`src/logic/clb_pkg.sv`:
```
// Shared constants for the processor local bus pin control block
package clb_pkg;

  // Processor address pin count
  localparam int unsigned ADDR_W = 24;

  // Pins turned round during refresh and DMA only: 21 and 19 down to 1
  localparam logic [23:0] ADDR_DMA_MASK = 24'h2ffffe;
  // Pins turned round during refresh, DMA and bus-master: 20 and 0
  localparam logic [23:0] ADDR_ALL_MASK = 24'h100001;

  // Layout of the synchronised pin vector
  localparam int unsigned SYNC_W      = 32;
  localparam int unsigned POS_S1      = 24;
  localparam int unsigned POS_S0      = 25;
  localparam int unsigned POS_EXT_ACK = 26;
  localparam int unsigned POS_HBE     = 27;
  localparam int unsigned POS_SX      = 28;
  localparam int unsigned POS_BUSY    = 29;
  localparam int unsigned POS_AT_A0   = 30;
  localparam int unsigned POS_HOLD    = 31;

  // Reset values of the decoded outputs (inactive levels)
  localparam logic RST_HIGH = 1'h1;
  localparam logic RST_LOW  = 1'h0;

  // Who owns the address and byte-enable pins this cycle
  typedef enum logic [1:0] {
    CLB_OWN_CPU,
    CLB_OWN_DMA,
    CLB_OWN_MASTER
  } clb_owner_t;

endpackage

```
`src/logic/clb_sync.sv`:
```
// Two-stage synchroniser for a vector of pin levels
module clb_sync #(
  parameter int unsigned WIDTH = 8
) (
  // Clock and reset
  input  wire logic             clk_in,
  input  wire logic             resetn_in,
  // Pins and their synchronised copies
  input  wire logic [WIDTH-1:0] pins_in,
  output logic      [WIDTH-1:0] sync_out
);

  logic [WIDTH-1:0] meta_q;
  logic [WIDTH-1:0] sync_q;

  ////////////////////////////////////////////////////////////////////////
  // First stage feeds only the second, nothing else looks at it
  always_ff @(posedge clk_in or negedge resetn_in)
  begin
    if (!resetn_in)
    begin
      meta_q <= '0;
      sync_q <= '0;
    end
    else
    begin
      meta_q <= pins_in;
      sync_q <= meta_q;
    end
  end

  assign sync_out = sync_q;

endmodule

```
`src/logic/clb_pin_ctrl.sv`:
```
// Processor local bus pin direction and mode decode
module clb_pin_ctrl
  import clb_pkg::*;
#(
  parameter bit LOW_END = 1'b0
) (
  // Clock and reset
  input  wire logic                        clk_in,
  input  wire logic                        resetn_in,
  // Processor pins, asynchronous
  input  wire logic                        status_one_in,
  input  wire logic                        status_zero_in,
  input  wire logic                        extension_ack_n_in,
  input  wire logic                        hold_grant_in,
  input  wire logic                        sx_mode_in,
  input  wire logic                        copro_busy_in,
  input  wire logic                        at_addr0_in,
  // Two-way processor pins
  input  wire logic                        high_byte_enable_in,
  output logic                             high_byte_enable_out,
  output logic                             high_byte_enable_oe_n_out,
  input  wire logic [clb_pkg::ADDR_W-1:0]  proc_addr_in,
  output logic      [clb_pkg::ADDR_W-1:0]  proc_addr_out,
  output logic      [clb_pkg::ADDR_W-1:0]  proc_addr_oe_n_out,
  // Internal cycle requests, same clock
  input  wire logic                        refresh_cycle_in,
  input  wire logic                        dma_cycle_in,
  input  wire logic                        master_cycle_in,
  input  wire logic [clb_pkg::ADDR_W-1:0]  dma_addr_in,
  input  wire logic                        dma_high_byte_in,
  // Decoded processor status
  output logic                             proc_status_one_n_out,
  output logic                             write_cycle_out,
  output logic                             proc_status_zero_n_out,
  output logic                             address_strobe_n_out,
  output logic                             copro_ack_n_out,
  output logic                             data_cycle_out,
  output logic                             upper_byte_xfer_out,
  output logic                             addr_bit0_out,
  output logic                             low_byte_enable_n_out,
  output logic      [clb_pkg::ADDR_W-1:0]  sampled_addr_out,
  output logic                             cpu_copro_busy_out
);

  logic [SYNC_W-1:0] pins_s;
  logic              sx_s;
  logic              hold_s;
  clb_owner_t        owner;

  ////////////////////////////////////////////////////////////////////////
  // Every pin passes two flops before use
  clb_sync #(
    .WIDTH (SYNC_W)
  ) u_sync (
    .clk_in    (clk_in),
    .resetn_in (resetn_in),
    .pins_in   ({hold_grant_in, at_addr0_in, copro_busy_in, sx_mode_in, high_byte_enable_in,
                 extension_ack_n_in, status_zero_in, status_one_in, proc_addr_in}),
    .sync_out  (pins_s)
  );

  assign sx_s   = pins_s[POS_SX];
  assign hold_s = pins_s[POS_HOLD];

  ////////////////////////////////////////////////////////////////////////
  // Pick the bus owner; no drive without hold grant, so a late grant never contends
  always_comb
  begin
    owner = CLB_OWN_CPU;
    if (hold_s && (refresh_cycle_in || dma_cycle_in))
      owner = CLB_OWN_DMA;
    else if (hold_s && master_cycle_in)
      owner = CLB_OWN_MASTER;
  end

  ////////////////////////////////////////////////////////////////////////
  // Pin direction and driven values
  logic                  hbe_d,  hbe_q;
  logic                  hbe_oe_n_d, hbe_oe_n_q;
  logic [ADDR_W-1:0]     addr_d, addr_q;
  logic [ADDR_W-1:0]     addr_oe_n_d, addr_oe_n_q;

  always_comb
  begin
    hbe_d       = RST_LOW;
    hbe_oe_n_d  = RST_HIGH;
    addr_d      = '0;
    addr_oe_n_d = '1;
    case (owner)
      CLB_OWN_DMA:
      begin
        hbe_d       = dma_high_byte_in;
        hbe_oe_n_d  = RST_LOW;
        addr_d      = dma_addr_in;
        addr_oe_n_d = ~(ADDR_DMA_MASK | ADDR_ALL_MASK);
      end
      CLB_OWN_MASTER:
      begin
        addr_d      = dma_addr_in;
        addr_d[0]   = pins_s[POS_AT_A0];
        addr_oe_n_d = ~ADDR_ALL_MASK;
      end
      CLB_OWN_CPU:
      begin
        hbe_oe_n_d  = RST_HIGH;
      end
      default:
      begin
        hbe_oe_n_d  = RST_HIGH;
      end
    endcase
  end

  always_ff @(posedge clk_in or negedge resetn_in)
  begin
    if (!resetn_in)
    begin
      hbe_q       <= RST_LOW;
      hbe_oe_n_q  <= RST_HIGH;
      addr_q      <= '0;
      addr_oe_n_q <= '1;
    end
    else
    begin
      hbe_q       <= hbe_d;
      hbe_oe_n_q  <= hbe_oe_n_d;
      addr_q      <= addr_d;
      addr_oe_n_q <= addr_oe_n_d;
    end
  end

  assign high_byte_enable_out      = hbe_q;
  assign high_byte_enable_oe_n_out = hbe_oe_n_q;
  assign proc_addr_out             = addr_q;
  assign proc_addr_oe_n_out        = addr_oe_n_q;

  ////////////////////////////////////////////////////////////////////////
  // Mode-dependent status decode; unused meanings sit at inactive level
  logic              st1_n_d, st1_n_q, wr_d, wr_q;
  logic              st0_n_d, st0_n_q, ads_n_d, ads_n_q;
  logic              ack_n_d, ack_n_q, dc_d, dc_q;
  logic              upper_d, upper_q, a0_d, a0_q, ble_n_d, ble_n_q;
  logic [ADDR_W-1:0] samp_d, samp_q;
  logic              busy_d, busy_q;
  logic              cpu_owns;
  logic              cpu_drives;

  assign cpu_owns = (owner == CLB_OWN_CPU);
  // Processor floats its pins once hold is granted, so sample only before that
  assign cpu_drives = cpu_owns && !hold_s;

  always_comb
  begin
    st1_n_d = sx_s ? RST_HIGH : pins_s[POS_S1];
    wr_d    = sx_s ? pins_s[POS_S1] : RST_LOW;
    st0_n_d = sx_s ? RST_HIGH : pins_s[POS_S0];
    ads_n_d = sx_s ? pins_s[POS_S0] : RST_HIGH;
    // Low-end part has no coprocessor handshake, so the pin is ignored
    ack_n_d = (!LOW_END && !sx_s) ? pins_s[POS_EXT_ACK] : RST_HIGH;
    dc_d    = (!LOW_END && sx_s) ? pins_s[POS_EXT_ACK] : RST_LOW;
    upper_d = cpu_drives ? pins_s[POS_HBE] : RST_LOW;
    a0_d    = (cpu_drives && !sx_s) ? pins_s[0] : RST_LOW;
    ble_n_d = (cpu_drives && sx_s) ? pins_s[0] : RST_HIGH;
    samp_d  = cpu_drives ? pins_s[ADDR_W-1:0] : samp_q;
    busy_d  = pins_s[POS_BUSY];
  end

  always_ff @(posedge clk_in or negedge resetn_in)
  begin
    if (!resetn_in)
    begin
      st1_n_q <= RST_HIGH;
      wr_q    <= RST_LOW;
      st0_n_q <= RST_HIGH;
      ads_n_q <= RST_HIGH;
      ack_n_q <= RST_HIGH;
      dc_q    <= RST_LOW;
      upper_q <= RST_LOW;
      a0_q    <= RST_LOW;
      ble_n_q <= RST_HIGH;
      samp_q  <= '0;
      busy_q  <= RST_LOW;
    end
    else
    begin
      st1_n_q <= st1_n_d;
      wr_q    <= wr_d;
      st0_n_q <= st0_n_d;
      ads_n_q <= ads_n_d;
      ack_n_q <= ack_n_d;
      dc_q    <= dc_d;
      upper_q <= upper_d;
      a0_q    <= a0_d;
      ble_n_q <= ble_n_d;
      samp_q  <= samp_d;
      busy_q  <= busy_d;
    end
  end

  assign proc_status_one_n_out  = st1_n_q;
  assign write_cycle_out        = wr_q;
  assign proc_status_zero_n_out = st0_n_q;
  assign address_strobe_n_out   = ads_n_q;
  assign copro_ack_n_out        = ack_n_q;
  assign data_cycle_out         = dc_q;
  assign upper_byte_xfer_out    = upper_q;
  assign addr_bit0_out          = a0_q;
  assign low_byte_enable_n_out  = ble_n_q;
  assign sampled_addr_out       = samp_q;
  assign cpu_copro_busy_out     = busy_q;
endmodule

```
`config.mk`:
```
export PLATFORM = sky130hd
export DESIGN_NAME = clb_pin_ctrl
export DESIGN_NICKNAME = d
export VERILOG_FILES = /design/src/logic/clb_pkg.sv /design/src/logic/clb_sync.sv /design/src/logic/clb_pin_ctrl.sv
export SDC_FILE = /design/constraint.sdc
export NUM_CORES = 1
export LEC_CHECK = 0
export ABC_CLOCK_PERIOD_IN_PS = 1150
export BUFFER_PORTS_ARGS = -buffer_cell sky130_fd_sc_hd__buf_2
export CAP_MARGIN = 20
export CORE_MARGIN = 5
export CORE_UTILIZATION = 43
export CTS_CLUSTER_DIAMETER = 80
export DETAILED_ROUTE_END_ITERATION = 10
export PLACE_DENSITY = 0.74
export SLEW_MARGIN = 20
export SYNTH_ARGS = -nofsm -noshare
export SYNTH_HDL_FRONTEND = slang
export SYNTH_SLANG_ARGS = --single-unit
```
`constraint.sdc`:
```
create_clock -name clk_in -period 1.15 [get_ports clk_in]
set_input_delay 0.115 -clock clk_in [delete_from_list [all_inputs] [get_ports clk_in]]
set_output_delay 0.115 -clock clk_in [all_outputs]
set_load 0.02 [all_outputs]
```
# After elaboration in Yosys (flattened, before gate mapping)

Index checks and enable logic that the tools add are counted.
Widths: inputs -> output; s select.

Bits in registers: 148
Output and inout port bits: 84
Logic and storage cells: 43

Equality and inequality tests: 2
Mux-type cells: 15
Reductions and logical operators: 9

Operators by type and width:

| cell               | number |
|---|---|
| $pmux 24 s2        | 1 |
| $pmux 22 s2        | 1 |
| $mux 1             | 11 |
| $logic_and 1x1->1  | 5 |
| $mux 2             | 2 |
| $eq 2x1->1 const B | 1 |
| $eq 2x2->1 const B | 1 |
| $logic_not 1->1    | 2 |
| $logic_not 2->1    | 1 |
| $logic_or 1x1->1   | 1 |

# Logic depth before layout (Yosys ltp)

Depth in word-level cells: 7
Gate-level depth with buffers: 4
Mapped depth without buffers: 2

# Hierarchy

Synthesis repeated with hierarchy kept, for this count alone.

Cell total of the unflattened synthesis: 218
Area, all modules: 3,930.0 µm²

By module, submodules not included:

| module       | instances | cells each | area an instance (µm²) |
|---|---|---|---|
| clb_pin_ctrl | 1         | 154        | 2,328.5 |
| clb_sync     | 1         | 64         | 1,601.5 |

# Worst setup path before layout

OpenSTA, ideal clock, no wires.

Path type: flip-flop to flip-flop
From: register u_sync.sync_q[31] (netlist: u_sync.sync_out[31])
To: register samp_q[17] (netlist: sampled_addr_out[17])
Setup time: 0.125 ns
Arrival: 0.950 ns
Path slack: 0.075 ns
Cell stages (with the launch flop): 4
Buffers on the path: 2
Clock period less this slack: 1.075 ns
Cells stage by stage: dfrtp_1 -> buf_4 -> buf_6 -> mux2_2

Cells in the longest elaborated chain, start to end: 5

Ends and longest elaborated chain:

| item                     | line                | text |
|---|---|---|
| start: declaration       | clb_sync.sv:14      | `logic [WIDTH-1:0] sync_q;` |
| start signal: assignment | clb_sync.sv:28      | `sync_q <= meta_q;` |
| $logic_and 1x1->1        | clb_pin_ctrl.sv:72  | `else if (hold_s && master_cycle_in)` |
| $mux 2                   | clb_pin_ctrl.sv:72  |  |
| $mux 2                   | clb_pin_ctrl.sv:70  | `if (hold_s && (refresh_cycle_in \|\| dma_cycle_in))` |
| $logic_not 2->1          | clb_pin_ctrl.sv:148 | `assign cpu_owns = (owner == CLB_OWN_CPU);` |
| $logic_and 1x1->1 *      | clb_pin_ctrl.sv:150 | `assign cpu_drives = cpu_owns && !hold_s;` |
| end signal: assignment   | clb_pin_ctrl.sv:195 | `samp_q <= samp_d;` |
| end: declaration         | clb_pin_ctrl.sv:143 | `logic [ADDR_W-1:0] samp_d, samp_q;` |

Mark *: on every way between the ends. The rest lies on a longest branch, timed or not.
A chain may end at the register's enable or synchronous reset.

# Worst setup path after layout

From: register addr_oe_n_q[19] (netlist: proc_addr_oe_n_out[19])
To: output port proc_addr_oe_n_out[19] (netlist bit)

RTL lines:

| item                     | line                | text |
|---|---|---|
| start: declaration       | clb_pin_ctrl.sv:81  | `logic [ADDR_W-1:0] addr_oe_n_d, addr_oe_n_q;` |
| start signal: assignment | clb_pin_ctrl.sv:128 | `addr_oe_n_q <= addr_oe_n_d;` |
| end: declaration         | clb_pin_ctrl.sv:24  | `output logic [clb_pkg::ADDR_W-1:0] proc_addr_oe_n_out,` |

No word-level cell between the ends.

==> flow_metrics.tcl <==
set metrics [dict create \
    synthFlopType "dfrtp_1" \
    cts_tree "built" \
    vias_per_cell 4.45 \
    area_growth_pct 64.8 \
    max_freq_mhz 682 \
    setup_viol 31 \
    fin_total_pwr_mw 11.7 \
    n_antenna_cell 0 \
    drive_gt1_frac 0.556 \
    final_cell_mix "dfrtp_1 (118), buf_6 (72), dlygate4sd3_1 (61), buf_2 (60), buf_4 (28)" \
    clkTransAtPathRegs_ns 0.06 \
    gp_congestion 0.717 \
    setup.worst_path.start_class "register" \
    pre_cts_slack_ns 0.0555 \
    grt_pass1_vias 2935 \
    syn_avg_cell_area_sq_um 18.0 \
    core.rowCount 34 \
    wl_per_cell_um 16.8 \
    max_stage_delay_ns 0.56 \
    skew_ns 0.00773 \
    worstPathCellList "buf_6 > buf_4" \
    start_util 0.446 \
    ioPinCount 146 \
    grt-ovfl-total 0 \
    final_util 0.735 \
    antenna_left 0 \
    yosysWarnings 0 \
    core-area_sq_mm 0.00881 \
    power.leakage_nw 3.12 \
    syn_inst 218 \
    hpwl_um 5000 \
    final.min_clock_period_ns 1.47 \
    worstPathArrival_ns 1.35 \
    synth_edf_count 0 \
    yosysUniqueCellTypes 20 \
    cts_root_buf "clkbuf_8" \
    crit_path_end_kind "output port" \
    rsz0062_at_grt "true" \
    async_reset_ff_frac 1.00 \
    worstSkewPairLatency_ns 0.50 \
    power_density_mw_per_mm2 1800 \
    clk_path_buf_depth 2 \
    crit_slowest_cell "dfstp_2" \
    crit_fanout 8 \
    drt_wl_total_um 9340 \
    htreeDepth 4 \
    maxCapViolCount 0 \
    layout_setup_ws_ns -0.317 \
    syn_area_sq_mm 0.00393 \
    ys_ff_latch 125 \
    drc_errors 0 \
    track_usage 0.179 \
    period_share 1.28 \
    cts.sinks 125 \
    drt_first_iter_violations 58 \
    required_ns 1.03 \
    crit_type "register to output port" \
    grt_max_degree 69 \
    ir_worst_vdd_mv 1.28 \
    portBuffers 143 \
    dr.pass1.iters 4 \
    hp-class "input pin to async pin" \
    die-area_sq_mm 0.0112 \
    hold_viol_final 0 \
    seq_area_frac_synth 0.798 \
    setup.worst_path.start "proc_addr_oe_n_out[19]$_DFF_PN1_" \
    antenna_found_initial 0 \
    cts_buffers 17 \
    fp.dieW_um 106 \
    grt_first_pass_wirelength_um 15100 \
    final_common_cell "dfrtp_1" \
    vias 2473 \
    violations "negative setup slack" \
    chipHeight_um 106 \
    timing.rr.start "u_sync.sync_out[31]$_DFF_PN0_" \
    outcome "finished with violations" \
    slew_violations 0 \
    layout.nets 497 \
]
## per-stage QoR
stage          instance area [sq um]  hold slack (ns)  cells  TNS (ns)
6_report                        6480            0.172    556     -7.01
5_1_grt                         6480            0.178    556    -10.78
4_1_cts                         6380            0.156    551     -7.73
3_5_place_dp                    4660            0.146    447         0
3_3_place_gp                    4660            0.143    447         0
2_1_floorplan                   3930           -0.181    219         0
## synth_stat cells (2+ instances only)
library cell / number / area [sq um]
mux2_2: 24 / 270
and2_1: 6 / 37.5
dfrtp_1: 118 / 2950
o21ai_0: 2 / 10.0
or2_2: 3 / 18.8
buf_6: 3 / 33.8
inv_1: 2 / 7.51
buf_4: 24 / 180
dfstp_2: 7 / 184
and2_4: 19 / 166
## worst paths after layout
kind	end	slack [ns]	cells after the start
max	proc_addr_oe_n_out[19]	-0.32	2
min	u_sync.sync_out[11]$_DFF_PN0_	0.17	3
max reg2reg	sampled_addr_out[14]$_DFFE_PN0P_	0.05	2
min reg2reg	u_sync.sync_out[11]$_DFF_PN0_	0.35	0
max in group asynchronous	proc_addr_oe_n_out[20]$_DFF_PN1_	0.65	3
min in group clk_in	u_sync.meta_q[20]$_DFF_PN0_	0.26	2
## kinds of logic after synthesis
logic type,Yosys count,share of synthesized area
flip-flops,125,0.798
AND/OR/NAND/NOR,34,0.0678
buffers and inverters,30,0.0576
multiplexers,24,0.0688
AO/OA/AOI/OAI,4,0.00669
other,1,0.000954
## cell type report
| type | count | area, sq um |
|---|---|---|
| Timing Repair Buffer | 225 | 2010 |
| Clock inverter | 12 | 159 |
| Tap cell | 108 | 135 |
| Clock buffer | 20 | 455 |
| Multi-Input combinational cell | 64 | 571 |
| Inverter | 2 | 7.51 |
| Fill cell | 526 | 2330 |
| Sequential cell | 125 | 3140 |
## registers in the layout, indices dropped and copies added (netlist names), 2 cells and up
name                cells
sampled_addr_out       24
u_sync.sync_out        32
u_sync.meta_q          32
proc_addr_oe_n_out      2
proc_addr_out          24
## where the power goes
part           leakage [nW]  internal, mW  switching [mW]
logic                  1.34         0.796           0.628
clock network         0.298          3.49            1.92
registers              1.49          4.68           0.142
## worst max-delay path, delay by kind of cell, from the launching register on
kind	cells	cell delay [ns]
buffers and inverters	2	0.30
flip-flops	1	0.56
## repair_timing
action,4_1_cts,5_1_grt
endpoints found under the hold margin,183,0
setup endpoints to repair,75,82
hold buffers,61,0
setup buffers,11,5
resized for setup,138,18
## metal layers
metal	wire (um)	GRT usage
met1	3390	0.190
met2	4990	0.308
met3	730	0.0807
met4	230	0.0749
met5	0	0
(Power assumes the default switching activity.)
